==> config.mk <==
export PLATFORM = sky130hd
export DESIGN_NAME = utmio_main
export DESIGN_NICKNAME = d
export VERILOG_FILES = /design/src/rtl/utmio_main.v /design/src/rtl/utmio_sync.v
export VERILOG_INCLUDE_DIRS = /design/src /design/src/rtl
export SDC_FILE = /design/constraint.sdc
export NUM_CORES = 1
export LEC_CHECK = 0
export ABC_AREA = 1
export ABC_CLOCK_PERIOD_IN_PS = 2500
export BUFFER_PORTS_ARGS = -buffer_cell sky130_fd_sc_hd__buf_2
export CORE_MARGIN = 4
export CORE_UTILIZATION = 30
export DETAILED_ROUTE_END_ITERATION = 8
export GPL_TIMING_DRIVEN = 0
export HOLD_SLACK_MARGIN = 0.03
export PLACE_DENSITY = 0.42
export SLEW_MARGIN = 20
export SYNTH_ARGS = -nofsm -noshare
export SYNTH_HDL_FRONTEND = slang
export SYNTH_HIERARCHICAL = 1
export SYNTH_SLANG_ARGS = --single-unit
export TNS_END_PERCENT = 30
==> constraint.sdc <==
create_clock -name pclk -period 2.5 [get_ports pclk]
set_input_delay 0.25 -clock pclk [delete_from_list [all_inputs] [get_ports pclk]]
set_output_delay 0.25 -clock pclk [all_outputs]
set_load 0.005 [all_outputs]
==> src/rtl/utmio_defs.vh <==
`ifndef UTMIO_DEFS_VH
`define UTMIO_DEFS_VH

// register byte offsets
`define UTMIO_OFF_CTRL 12'h000
`define UTMIO_OFF_ROUTE 12'h004
`define UTMIO_OFF_TPC_FILE 12'h008
`define UTMIO_OFF_STATUS 12'h00C

// control field positions
`define UTMIO_CTRL_CLK_EXT 0
`define UTMIO_CTRL_MULT_LO 1
`define UTMIO_CTRL_MULT_HI 2
`define UTMIO_CTRL_SYNC_SFN 3
`define UTMIO_CTRL_PER_LO 4
`define UTMIO_CTRL_PER_HI 6
`define UTMIO_CTRL_PRACH 7
`define UTMIO_CTRL_W 8

// reset values
`define UTMIO_CTRL_RST 8'h80
`define UTMIO_ROUTE_RST 28'h0000000
`define UTMIO_TPC_FILE_RST 16'h0000

// external clock multiplier codes
`define UTMIO_MULT_X1 2'h0
`define UTMIO_MULT_X2 2'h1
`define UTMIO_MULT_X4 2'h2

// frame clock period codes
`define UTMIO_PER_10 3'h0
`define UTMIO_PER_20 3'h1
`define UTMIO_PER_40 3'h2
`define UTMIO_PER_80 3'h3
`define UTMIO_PER_2560 3'h4

// output source selections, 4 bits per output
`define UTMIO_SEL_NONE 4'h0
`define UTMIO_SEL_CHIP 4'h1
`define UTMIO_SEL_REPLY 4'h2
`define UTMIO_SEL_FRAME 4'h3
`define UTMIO_SEL_PRACH 4'h4
`define UTMIO_SEL_TPC 4'h5
`define UTMIO_SEL_SFN0 4'h6

// timing
`define UTMIO_PCLK_NS 40
`define UTMIO_PCLK_KHZ 25000
`define UTMIO_CHIP_KHZ 3840
`define UTMIO_CYC_PER_MS (1000000 / `UTMIO_PCLK_NS)
`define UTMIO_FRAME_10_MS 10
`define UTMIO_FRAME_20_MS 20
`define UTMIO_FRAME_40_MS 40
`define UTMIO_FRAME_80_MS 80
`define UTMIO_FRAME_2560_MS 2560
`define UTMIO_PRACH_CHIPS 16'h1000

`endif

==> src/rtl/utmio_main.v <==
// Chosen here: the APB register port and the address map.
`timescale 1ns/1ps
`default_nettype none
`include "utmio_defs.vh"
module utmio_main #(
	parameter [25:0] FRAME_CYC_10 = `UTMIO_FRAME_10_MS * `UTMIO_CYC_PER_MS,
	parameter [25:0] FRAME_CYC_20 = `UTMIO_FRAME_20_MS * `UTMIO_CYC_PER_MS,
	parameter [25:0] FRAME_CYC_40 = `UTMIO_FRAME_40_MS * `UTMIO_CYC_PER_MS,
	parameter [25:0] FRAME_CYC_80 = `UTMIO_FRAME_80_MS * `UTMIO_CYC_PER_MS,
	parameter [25:0] FRAME_CYC_2560 = `UTMIO_FRAME_2560_MS * `UTMIO_CYC_PER_MS
) (
	// clock and reset
	input wire pclk,
	input wire presetn,
	// apb slave
	input wire psel,
	input wire penable,
	input wire pwrite,
	input wire [11:0] paddr,
	input wire [31:0] pwdata,
	output reg [31:0] prdata,
	output reg pready,
	output reg pslverr,
	// trigger and clock pins
	input wire frame_sync_trigger,
	input wire burst_gate_in,
	input wire tpc_user_trigger,
	input wire external_chip_clock_input,
	// routed outputs
	output reg event1_out,
	output reg event2_out,
	output reg event3_out,
	output reg event4_out,
	output reg data_out,
	output reg data_clock_out,
	output reg symbol_sync_out
);
	wire [3:0] pin_raw;
	wire [3:0] pin_lvl;
	reg [3:0] pin_prev;
	wire [3:0] pin_rise;
	reg [`UTMIO_CTRL_W-1:0] ctrl;
	reg [27:0] route;
	reg [15:0] tpc_file;
	wire clk_ext = ctrl[`UTMIO_CTRL_CLK_EXT];
	wire [1:0] clock_multiplier_select = ctrl[`UTMIO_CTRL_MULT_HI:`UTMIO_CTRL_MULT_LO];
	wire sync_source_select = ctrl[`UTMIO_CTRL_SYNC_SFN];
	wire [2:0] per_sel = ctrl[`UTMIO_CTRL_PER_HI:`UTMIO_CTRL_PER_LO];
	wire prach_mode = ctrl[`UTMIO_CTRL_PRACH];

	assign pin_raw = {external_chip_clock_input, tpc_user_trigger, burst_gate_in,
		frame_sync_trigger};
	genvar gi;
	generate
		for (gi = 0; gi < 4; gi = gi + 1) begin : g_pin
			utmio_sync u_sync (
				.pclk(pclk),
				.presetn(presetn),
				.din(pin_raw[gi]),
				.dout(pin_lvl[gi])
			);
		end
	endgenerate
	assign pin_rise = pin_lvl & ~pin_prev;

	// internal chip clock: fractional accumulator, 3840 per 25000
	reg [14:0] acc;
	wire [15:0] acc_sum = {1'b0, acc} + 16'h0F00;
	wire int_tick = (acc_sum >= 16'h61A8);
	// external clock: period measurement and subdivision
	reg [7:0] ext_per;
	reg [7:0] ext_cnt;
	reg [7:0] sub_cnt;
	reg [1:0] ticks_left;
	reg ext_tick;
	wire [7:0] sub_step = (clock_multiplier_select == `UTMIO_MULT_X4) ? {2'h0, ext_per[7:2]} :
		(clock_multiplier_select == `UTMIO_MULT_X2) ? {1'h0, ext_per[7:1]} : ext_per;
	wire [1:0] extra_ticks = (clock_multiplier_select == `UTMIO_MULT_X4) ? 2'h3 :
		(clock_multiplier_select == `UTMIO_MULT_X2) ? 2'h1 : 2'h0;
	wire chip_tick = clk_ext ? ext_tick : int_tick;

	always @(posedge pclk or negedge presetn) begin
		if (!presetn) begin
			pin_prev <= 4'h0;
			acc <= 15'h0000;
			ext_per <= 8'h00;
			ext_cnt <= 8'h00;
			sub_cnt <= 8'h00;
			ticks_left <= 2'h0;
			ext_tick <= 1'b0;
		end else begin
			pin_prev <= pin_lvl;
			acc <= int_tick ? acc_sum[14:0] - 15'h61A8 : acc_sum[14:0];
			ext_tick <= 1'b0;
			if (ext_cnt != 8'hFF) begin
				ext_cnt <= ext_cnt + 8'h01;
			end
			if (pin_rise[3]) begin
				// saturate so a long gap never measures as zero
				ext_per <= (ext_cnt == 8'hFF) ? 8'hFF : ext_cnt + 8'h01;
				ext_cnt <= 8'h00;
				ext_tick <= 1'b1;
				sub_cnt <= 8'h01;
				ticks_left <= extra_ticks;
			end else if (ticks_left != 2'h0) begin
				if (sub_cnt >= sub_step) begin
					ext_tick <= 1'b1;
					sub_cnt <= 8'h01;
					ticks_left <= ticks_left - 2'h1;
				end else begin
					sub_cnt <= sub_cnt + 8'h01;
				end
			end
		end
	end

	// frame timing
	reg [25:0] frame_per;
	reg [25:0] frame_cnt;
	reg [11:0] sfn;
	reg frame_pend;
	reg reply_pend;
	reg sfn0_pend;
	reg prach_pend;
	reg tpc_pend;
	always @* begin
		case (per_sel)
			`UTMIO_PER_10: frame_per = FRAME_CYC_10;
			`UTMIO_PER_20: frame_per = FRAME_CYC_20;
			`UTMIO_PER_40: frame_per = FRAME_CYC_40;
			`UTMIO_PER_80: frame_per = FRAME_CYC_80;
			`UTMIO_PER_2560: frame_per = FRAME_CYC_2560;
			default: frame_per = FRAME_CYC_10;
		endcase
	end
	wire frame_wrap = (frame_cnt >= frame_per - 26'h0000001);

	// chip-aligned sources
	reg reply_src;
	reg frame_src;
	reg sfn0_src;
	reg prach_active;
	reg [15:0] prach_cnt;
	reg tpc_src;
	reg tpc_bit;
	reg [3:0] tpc_ptr;

	always @(posedge pclk or negedge presetn) begin
		if (!presetn) begin
			frame_cnt <= 26'h0000000;
			sfn <= 12'h000;
			frame_pend <= 1'b0;
			reply_pend <= 1'b0;
			sfn0_pend <= 1'b0;
			prach_pend <= 1'b0;
			tpc_pend <= 1'b0;
			reply_src <= 1'b0;
			frame_src <= 1'b0;
			sfn0_src <= 1'b0;
			prach_active <= 1'b0;
			prach_cnt <= 16'h0000;
			tpc_src <= 1'b0;
			tpc_bit <= 1'b0;
			tpc_ptr <= 4'h0;
		end else begin
			if (pin_rise[0]) begin
				frame_cnt <= 26'h0000000;
				if (sync_source_select) begin
					sfn <= 12'h000;
				end else begin
					sfn <= sfn + 12'h001;
				end
			end else if (frame_wrap) begin
				frame_cnt <= 26'h0000000;
				sfn <= sfn + 12'h001;
			end else begin
				frame_cnt <= frame_cnt + 26'h0000001;
			end
			// pending events: a new event wins over consumption
			frame_pend <= (pin_rise[0] & ~sync_source_select) | frame_wrap |
				(frame_pend & ~chip_tick);
			reply_pend <= pin_rise[0] | (reply_pend & ~chip_tick);
			sfn0_pend <= (pin_rise[0] & sync_source_select) | (sfn0_pend & ~chip_tick);
			prach_pend <= (pin_rise[1] & prach_mode) | (prach_pend & ~chip_tick);
			tpc_pend <= (pin_rise[2] & ~prach_mode) | (tpc_pend & ~chip_tick);
			if (chip_tick) begin
				reply_src <= reply_pend;
				frame_src <= frame_pend;
				sfn0_src <= sfn0_pend;
				tpc_src <= tpc_pend;
				if (prach_pend) begin
					prach_active <= 1'b1;
					prach_cnt <= `UTMIO_PRACH_CHIPS;
				end else if (prach_cnt != 16'h0000) begin
					prach_cnt <= prach_cnt - 16'h0001;
				end else begin
					prach_active <= 1'b0;
				end
				if (tpc_pend) begin
					tpc_bit <= tpc_file[tpc_ptr];
					tpc_ptr <= tpc_ptr + 4'h1;
				end
			end
		end
	end

	// output routing
	reg [6:0] next_out;
	reg [6:0] out_q;
	integer k;
	always @* begin
		for (k = 0; k < 7; k = k + 1) begin
			case (route[4*k +: 4])
				`UTMIO_SEL_CHIP: next_out[k] = chip_tick;
				`UTMIO_SEL_REPLY: next_out[k] = reply_src;
				`UTMIO_SEL_FRAME: next_out[k] = frame_src;
				`UTMIO_SEL_PRACH: next_out[k] = prach_active;
				`UTMIO_SEL_TPC: next_out[k] = tpc_src ? tpc_bit : 1'b0;
				`UTMIO_SEL_SFN0: next_out[k] = sfn0_src;
				default: next_out[k] = 1'b0;
			endcase
		end
	end
	always @(posedge pclk or negedge presetn) begin
		if (!presetn) begin
			out_q <= 7'h00;
			event1_out <= 1'b0;
			event2_out <= 1'b0;
			event3_out <= 1'b0;
			event4_out <= 1'b0;
			data_out <= 1'b0;
			data_clock_out <= 1'b0;
			symbol_sync_out <= 1'b0;
		end else begin
			out_q <= next_out;
			event1_out <= next_out[0];
			event2_out <= next_out[1];
			event3_out <= next_out[2];
			event4_out <= next_out[3];
			data_out <= next_out[4];
			data_clock_out <= next_out[5];
			symbol_sync_out <= next_out[6];
		end
	end

	// apb: no wait state, pready in the first access cycle, registered answer
	wire acc_phase = psel & penable & pready;
	wire addr_ok = (paddr == `UTMIO_OFF_CTRL) | (paddr == `UTMIO_OFF_ROUTE) |
		(paddr == `UTMIO_OFF_TPC_FILE) | (paddr == `UTMIO_OFF_STATUS);
	reg [31:0] rd_mux;
	always @* begin
		case (paddr)
			`UTMIO_OFF_CTRL: rd_mux = {24'h000000, ctrl};
			`UTMIO_OFF_ROUTE: rd_mux = {4'h0, route};
			`UTMIO_OFF_TPC_FILE: rd_mux = {16'h0000, tpc_file};
			`UTMIO_OFF_STATUS: rd_mux = {sfn, out_q, prach_active, tpc_bit, tpc_ptr,
				1'b0, ext_per[5:0]};
			default: rd_mux = 32'h00000000;
		endcase
	end
	always @(posedge pclk or negedge presetn) begin
		if (!presetn) begin
			ctrl <= `UTMIO_CTRL_RST;
			route <= `UTMIO_ROUTE_RST;
			tpc_file <= `UTMIO_TPC_FILE_RST;
			prdata <= 32'h00000000;
			pready <= 1'b0;
			pslverr <= 1'b0;
		end else begin
			pready <= psel & ~penable & ~pready;
			pslverr <= psel & ~penable & ~pready & ~addr_ok;
			if (psel & ~penable & ~pready) begin
				prdata <= pwrite ? 32'h00000000 : rd_mux;
			end
			if (acc_phase & pwrite) begin
				case (paddr)
					`UTMIO_OFF_CTRL: ctrl <= pwdata[`UTMIO_CTRL_W-1:0];
					`UTMIO_OFF_ROUTE: route <= pwdata[27:0];
					`UTMIO_OFF_TPC_FILE: tpc_file <= pwdata[15:0];
					default: ;
				endcase
			end
		end
	end
endmodule
`default_nettype wire

==> src/rtl/utmio_sync.v <==
`timescale 1ns/1ps
`default_nettype none
module utmio_sync (
	// clock and reset
	input wire pclk,
	input wire presetn,
	// pin in, filtered level out
	input wire din,
	output reg dout
);
	reg s1;
	reg s2;
	reg s3;

	always @(posedge pclk or negedge presetn) begin
		if (!presetn) begin
			s1 <= 1'b0;
			s2 <= 1'b0;
			s3 <= 1'b0;
			dout <= 1'b0;
		end else begin
			s1 <= din;
			s2 <= s1;
			s3 <= s2;
			if (s2 == s3) begin
				dout <= s3;
			end
		end
	end
endmodule
`default_nettype wire

==> impl_results.html <==
<table>
<tr><th>Metric</th><th>Value</th></tr>
<tr><th colspan="2">Pwr</th></tr>
<tr><td>Peak VDD IR</td><td>0.000516 V</td></tr>
<tr><td>Static leakage</td><td>6.89 nW</td></tr>
<tr><td>P per Cell Area</td><td>roughly 730 nW/µm²</td></tr>
<tr><td>Sum of internal, switching and leakage power</td><td>between 10 and 15 mW</td></tr>
<tr><th colspan="2">Place</th></tr>
<tr><td>Post-placement cell area</td><td>13100 µm²</td></tr>
<tr><td>Global placement routability congestion</td><td>0.851</td></tr>
<tr><td>Port-buffer cells</td><td>89</td></tr>
<tr><td>DPL Wire Length</td><td>26.2 mm</td></tr>
<tr><td>Minimum setup slack after placement</td><td>-0.507 ns</td></tr>
<tr><th colspan="2">Finish</th></tr>
<tr><td>Area added between synthesis and finish</td><td>23.6%</td></tr>
<tr><td># nets final</td><td>1746</td></tr>
<tr><td>Commonest non-fill, non-tap cells in the layout</td><td>sky130_fd_sc_hd__nand2_1 (330), sky130_fd_sc_hd__dfrtp_1 (217), sky130_fd_sc_hd__inv_1 (164), sky130_fd_sc_hd__nor2_1 (137), sky130_fd_sc_hd__o21ai_0 (104)</td></tr>
<tr><td>Commonest non-fill, non-tap cell in the layout</td><td>sky130_fd_sc_hd__nand2_1</td></tr>
<tr><td>Diode count</td><td>0</td></tr>
<tr><td>Fill cell total of the finished layout</td><td>between 4k and 5k</td></tr>
<tr><td>Fraction of final layout cells with drive strength greater than 1</td><td>0.151</td></tr>
<tr><td>Final design area excluding fillers</td><td>14700 µm²</td></tr>
<tr><th colspan="2">Setup path</th></tr>
<tr><td>Critical Path Fanout Max</td><td>5</td></tr>
<tr><td>Startpoint-to-endpoint class of the critical path</td><td>reg2reg</td></tr>
<tr><td>Worst R2R Start</td><td>ctrl[4]</td></tr>
<tr><td>Count of cells along the worst register-to-register path</td><td>17</td></tr>
<tr><td>Category of the worst setup path capture point</td><td>register</td></tr>
<tr><td>Worst reg-to-reg setup slack</td><td>0.05 ns</td></tr>
<tr><td>Critical path startpoint</td><td>ctrl[4]</td></tr>
<tr><td>Launching element type of the critical path</td><td>register</td></tr>
<tr><td>Required time worst endpoint</td><td>2.94 ns</td></tr>
<tr><td>Crit path DAT</td><td>2.89 ns</td></tr>
<tr><th colspan="2">Logic synthesis</th></tr>
<tr><td>Share of synthesized flip-flops with an asynchronous set or reset</td><td>1.00</td></tr>
<tr><td>Post-synth EDFFs</td><td>0</td></tr>
<tr><td>Number of distinct library cells after synthesis</td><td>44</td></tr>
<tr><td>Compound-cell area share of the yosys netlist</td><td>0.116</td></tr>
<tr><td>Ys flop type</td><td>sky130_fd_sc_hd__dfrtp_1</td></tr>
<tr><td>Synth Register Bits</td><td>221</td></tr>
<tr><td>Mapped Cells</td><td>between 1k and 1.5k</td></tr>
<tr><td>Portion of netlist area occupied by mux cells</td><td>0</td></tr>
<tr><td>Synthesized-area fraction occupied by adder cells</td><td>0.0451</td></tr>
<tr><td>Synthesized cell area</td><td>11900 µm²</td></tr>
<tr><td>Area share of xor/xnor cells in the synthesized design</td><td>0.0492</td></tr>
<tr><td>Fraction of the mapped netlist area in simple logic gates</td><td>0.247</td></tr>
<tr><td>Mean post-synth cell area</td><td>8.06 µm²</td></tr>
<tr><td>Sequential fraction of the synthesis area</td><td>0.464</td></tr>
<tr><td>Synth warn</td><td>6</td></tr>
<tr><td>Net count of the mapped netlist</td><td>1576</td></tr>
<tr><td>Combinational family with the most area after synthesis</td><td>simple AND/OR/NAND/NOR gates</td></tr>
<tr><th colspan="2">Clock network</th></tr>
<tr><td>Number of buffers between clock root and the deepest sink</td><td>3</td></tr>
<tr><td>CTS sink cnt</td><td>221</td></tr>
<tr><td>Number of H-tree levels</td><td>1</td></tr>
<tr><td>Clock insertion delay at the later pin of the skew report</td><td>0.56 ns</td></tr>
<tr><td>Clock tree from TritonCTS</td><td>done</td></tr>
<tr><td>Clock-pin slew of the registers on the worst-case setup and hold paths</td><td>0.06 ns</td></tr>
<tr><td>Buffer cell driving the clock tree root</td><td>sky130_fd_sc_hd__clkbuf_16</td></tr>
<tr><td>Number of buffers inserted during clock tree synthesis</td><td>28</td></tr>
<tr><th colspan="2">Detailed routing</th></tr>
<tr><td>Vias per cell</td><td>4.75</td></tr>
<tr><td>Count of vias placed by the detailed router</td><td>10.4k</td></tr>
<tr><td>Total wire length after detailed routing</td><td>35.9 mm</td></tr>
<tr><td>WL/cell</td><td>about 16 µm</td></tr>
<tr><td>Post-route ant nets</td><td>0</td></tr>
<tr><td>Remaining design rule violation count</td><td>0</td></tr>
<tr><td>Starting DRC count in detailed routing</td><td>629</td></tr>
<tr><td>Initial DRT Pass Iterations</td><td>5</td></tr>
<tr><th colspan="2">Outcome</th></tr>
<tr><td>Result of the run</td><td>finished clean</td></tr>
<tr><th colspan="2">Die</th></tr>
<tr><td>Die X</td><td>207 µm</td></tr>
<tr><td>Row cnt</td><td>72</td></tr>
<tr><td>Area inside the core boundary</td><td>39000 µm²</td></tr>
<tr><td>Die span in y</td><td>207 µm</td></tr>
<tr><td>Initial standard-cell utilization of the core</td><td>0.306</td></tr>
<tr><td>Die area</td><td>about 43000 µm²</td></tr>
<tr><td>I/O pin cnt</td><td>94</td></tr>
<tr><th colspan="2">Job</th></tr>
<tr><td>Max-cap check violation count</td><td>0</td></tr>
<tr><th colspan="2">STA</th></tr>
<tr><td>Unrepaired setup endpoints after global routing</td><td>yes</td></tr>
<tr><td>Final Hold Violating Endpoints</td><td>0</td></tr>
<tr><td>Final max-slew violation count</td><td>0</td></tr>
<tr><td>Setup Skew</td><td>0.0211 ns</td></tr>
<tr><td>Minimum clock period after layout</td><td>2.45 ns</td></tr>
<tr><td>Final worst-path setup slack</td><td>0.0468 ns</td></tr>
<tr><td>Endpoints failing setup</td><td>0</td></tr>
<tr><td>Remaining max-slew budget at the tightest pin</td><td>0.442</td></tr>
<tr><td>WHS</td><td>approximately 0.056 ns</td></tr>
<tr><td>Transition at the pin with the smallest max-transition slack</td><td>0.837 ns</td></tr>
<tr><td>Tcrit/Tclk final</td><td>0.981</td></tr>
<tr><td>Max frequency</td><td>between 400 and 500 MHz</td></tr>
<tr><th colspan="2">Global route</th></tr>
<tr><td>Pin count of the biggest net entering global routing</td><td>81</td></tr>
<tr><td>Overall track demand over capacity in global routing</td><td>0.163</td></tr>
<tr><td>Wire length of the first global-routing pass</td><td>approximately 57 mm</td></tr>
<tr><td>Initial antenna violation count</td><td>0</td></tr>
<tr><td>Total congestion overflow after global routing</td><td>0</td></tr>
<tr><td>Vias in the first global route</td><td>roughly 10k</td></tr>
<tr><th colspan="2">Worst hold path</th></tr>
<tr><td>Worst Hold Class</td><td>in2reg</td></tr>
<tr><td>Hold path startpoint</td><td>pwdata[3]</td></tr>
<tr><td>Instance count along the most critical hold path</td><td>3</td></tr>
</table>
==> cells in the mapped netlist (2+ instances only) <==
cell type	n	area share
sky130_fd_sc_hd__nand2_1	337	0.11
sky130_fd_sc_hd__dfrtp_1	220	0.46
sky130_fd_sc_hd__inv_1	172	0.054
sky130_fd_sc_hd__nor2_1	154	0.048
sky130_fd_sc_hd__o21ai_0	105	0.044
sky130_fd_sc_hd__nand3_1	74	0.031
sky130_fd_sc_hd__a21oi_1	56	0.023
sky130_fd_sc_hd__nand4_1	52	0.027
sky130_fd_sc_hd__ha_1	43	0.045
sky130_fd_sc_hd__xor2_1	42	0.031
sky130_fd_sc_hd__clkbuf_1	32	0.010
sky130_fd_sc_hd__xnor2_1	25	0.018
sky130_fd_sc_hd__o22ai_1	22	0.012
sky130_fd_sc_hd__nor3_1	17	0.0071
sky130_fd_sc_hd__a22o_1	12	0.0088
sky130_fd_sc_hd__a31oi_1	12	0.0063
sky130_fd_sc_hd__o21ai_1	12	0.0050
sky130_fd_sc_hd__buf_2	9	0.0038
sky130_fd_sc_hd__nor4_1	9	0.0047
sky130_fd_sc_hd__a21boi_0	8	0.0050
sky130_fd_sc_hd__o311ai_0	7	0.0051
sky130_fd_sc_hd__buf_4	6	0.0038
sky130_fd_sc_hd__inv_2	5	0.0016
sky130_fd_sc_hd__nor2_2	5	0.0026
sky130_fd_sc_hd__o221ai_1	5	0.0037
sky130_fd_sc_hd__buf_6	4	0.0038
sky130_fd_sc_hd__nand2_2	4	0.0021
sky130_fd_sc_hd__nand3_2	4	0.0034
sky130_fd_sc_hd__or2_2	4	0.0021
sky130_fd_sc_hd__nand3b_1	3	0.0019
sky130_fd_sc_hd__nor3_2	3	0.0025
sky130_fd_sc_hd__buf_1	2	0.00063
sky130_fd_sc_hd__nand4_4	2	0.0036
sky130_fd_sc_hd__o211ai_1	2	0.0013
sky130_fd_sc_hd__o21a_1	2	0.0013
==> metrics by stage <==
| step | utilization | TNS (ns) | cells |
|---|---|---|---|
| 2_1_floorplan | - | 0 | 1480 |
| 3_3_place_gp | 0.334 | -701.86 | 2087 |
| 3_5_place_dp | 0.336 | -19.61 | 2090 |
| 4_1_cts | 0.373 | 0 | 2178 |
| 5_1_grt | 0.378 | -2.83 | 2189 |
| 6_report | 0.378 | 0 | 2189 |
==> worst max-delay path, cell delays in order (launching register included) <==
cell and delay [ns]:
sky130_fd_sc_hd__dfrtp_2 0.47, sky130_fd_sc_hd__nor2_4 0.16, sky130_fd_sc_hd__nand2_2 0.09, sky130_fd_sc_hd__inv_2 0.10
sky130_fd_sc_hd__nor2_4 0.04, sky130_fd_sc_hd__buf_6 0.12, sky130_fd_sc_hd__nand2_1 0.05, sky130_fd_sc_hd__ha_1 0.22
sky130_fd_sc_hd__nand4_1 0.12, sky130_fd_sc_hd__inv_1 0.05, sky130_fd_sc_hd__nand2_1 0.07, sky130_fd_sc_hd__nand3_1 0.08
sky130_fd_sc_hd__a21oi_2 0.26, sky130_fd_sc_hd__nand3_4 0.12, sky130_fd_sc_hd__buf_6 0.16, sky130_fd_sc_hd__buf_4 0.13
sky130_fd_sc_hd__nand2_2 0.04, sky130_fd_sc_hd__nand2_1 0.04
==> final cells by class <==
class | count | area, µm² | area share
clock inverters | 15 | 243 | 0.0165
flip-flops and latches | 221 | 5540 | 0.375
multi-input cells | 1028 | 5600 | 0.380
clock buffers | 36 | 771 | 0.0523
repair buffers | 141 | 985 | 0.0668
well taps | 518 | 648 | 0.0440
inverters | 177 | 669 | 0.0454
plain buffers | 53 | 294 | 0.0199
==> power by group <==
part | switching (mW) | internal (mW)
registers | 0.421 | 3.96
clock network | 1.67 | 2.79
logic | 1.13 | 0.749
==> registers in the layout (all words and copies together), names as in the netlist, 12 cells and up <==
register / flops
prdata: 32
route: 28
frame_cnt: 26
prach_cnt: 16
tpc_file: 16
acc: 12
sfn: 12
==> per-layer routing <==
layer | GRT usage | vias to the layer above | wire, µm
met5 | 0 | - | 0
met4 | 0.0344 | 0 | 743
met3 | 0.0225 | 55 | 1380
met2 | 0.259 | 209 | 16100
met1 | 0.238 | 4923 | 17700
li1 | - | 5218 | -
==> what timing repair did <==
action	CTS	global route
endpoints found under the setup margin	50	73
hold buffers	31	0
gates resized for setup	23	47
gates cloned	1	0
pin swaps	2	5
endpoints found under the hold margin	124	0
setup buffers	6	11
==> cells by family (layout without fill, tap and decap cells) <==
| logic type | after synthesis | after routing |
|---|---|---|
| buffers and inverters | 231 | 422 |
| XOR/XNOR | 67 | 67 |
| AND/OR/NAND/NOR | 673 | 673 |
| flip-flops | 221 | 221 |
| adder cells (fa/ha/maj) | 43 | 43 |
| AO/OA/AOI/OAI | 244 | 244 |
| other | 1 | 1 |
==> final timing paths <==
kind | end
max | sfn[6]
min | route[3]
max reg2reg | sfn[6]
min reg2reg | g_pin[0].u_sync/s2
max in group asynchronous | prach_cnt[10]
min in group asynchronous | acc[6]
(Power assumes the default switching activity.)
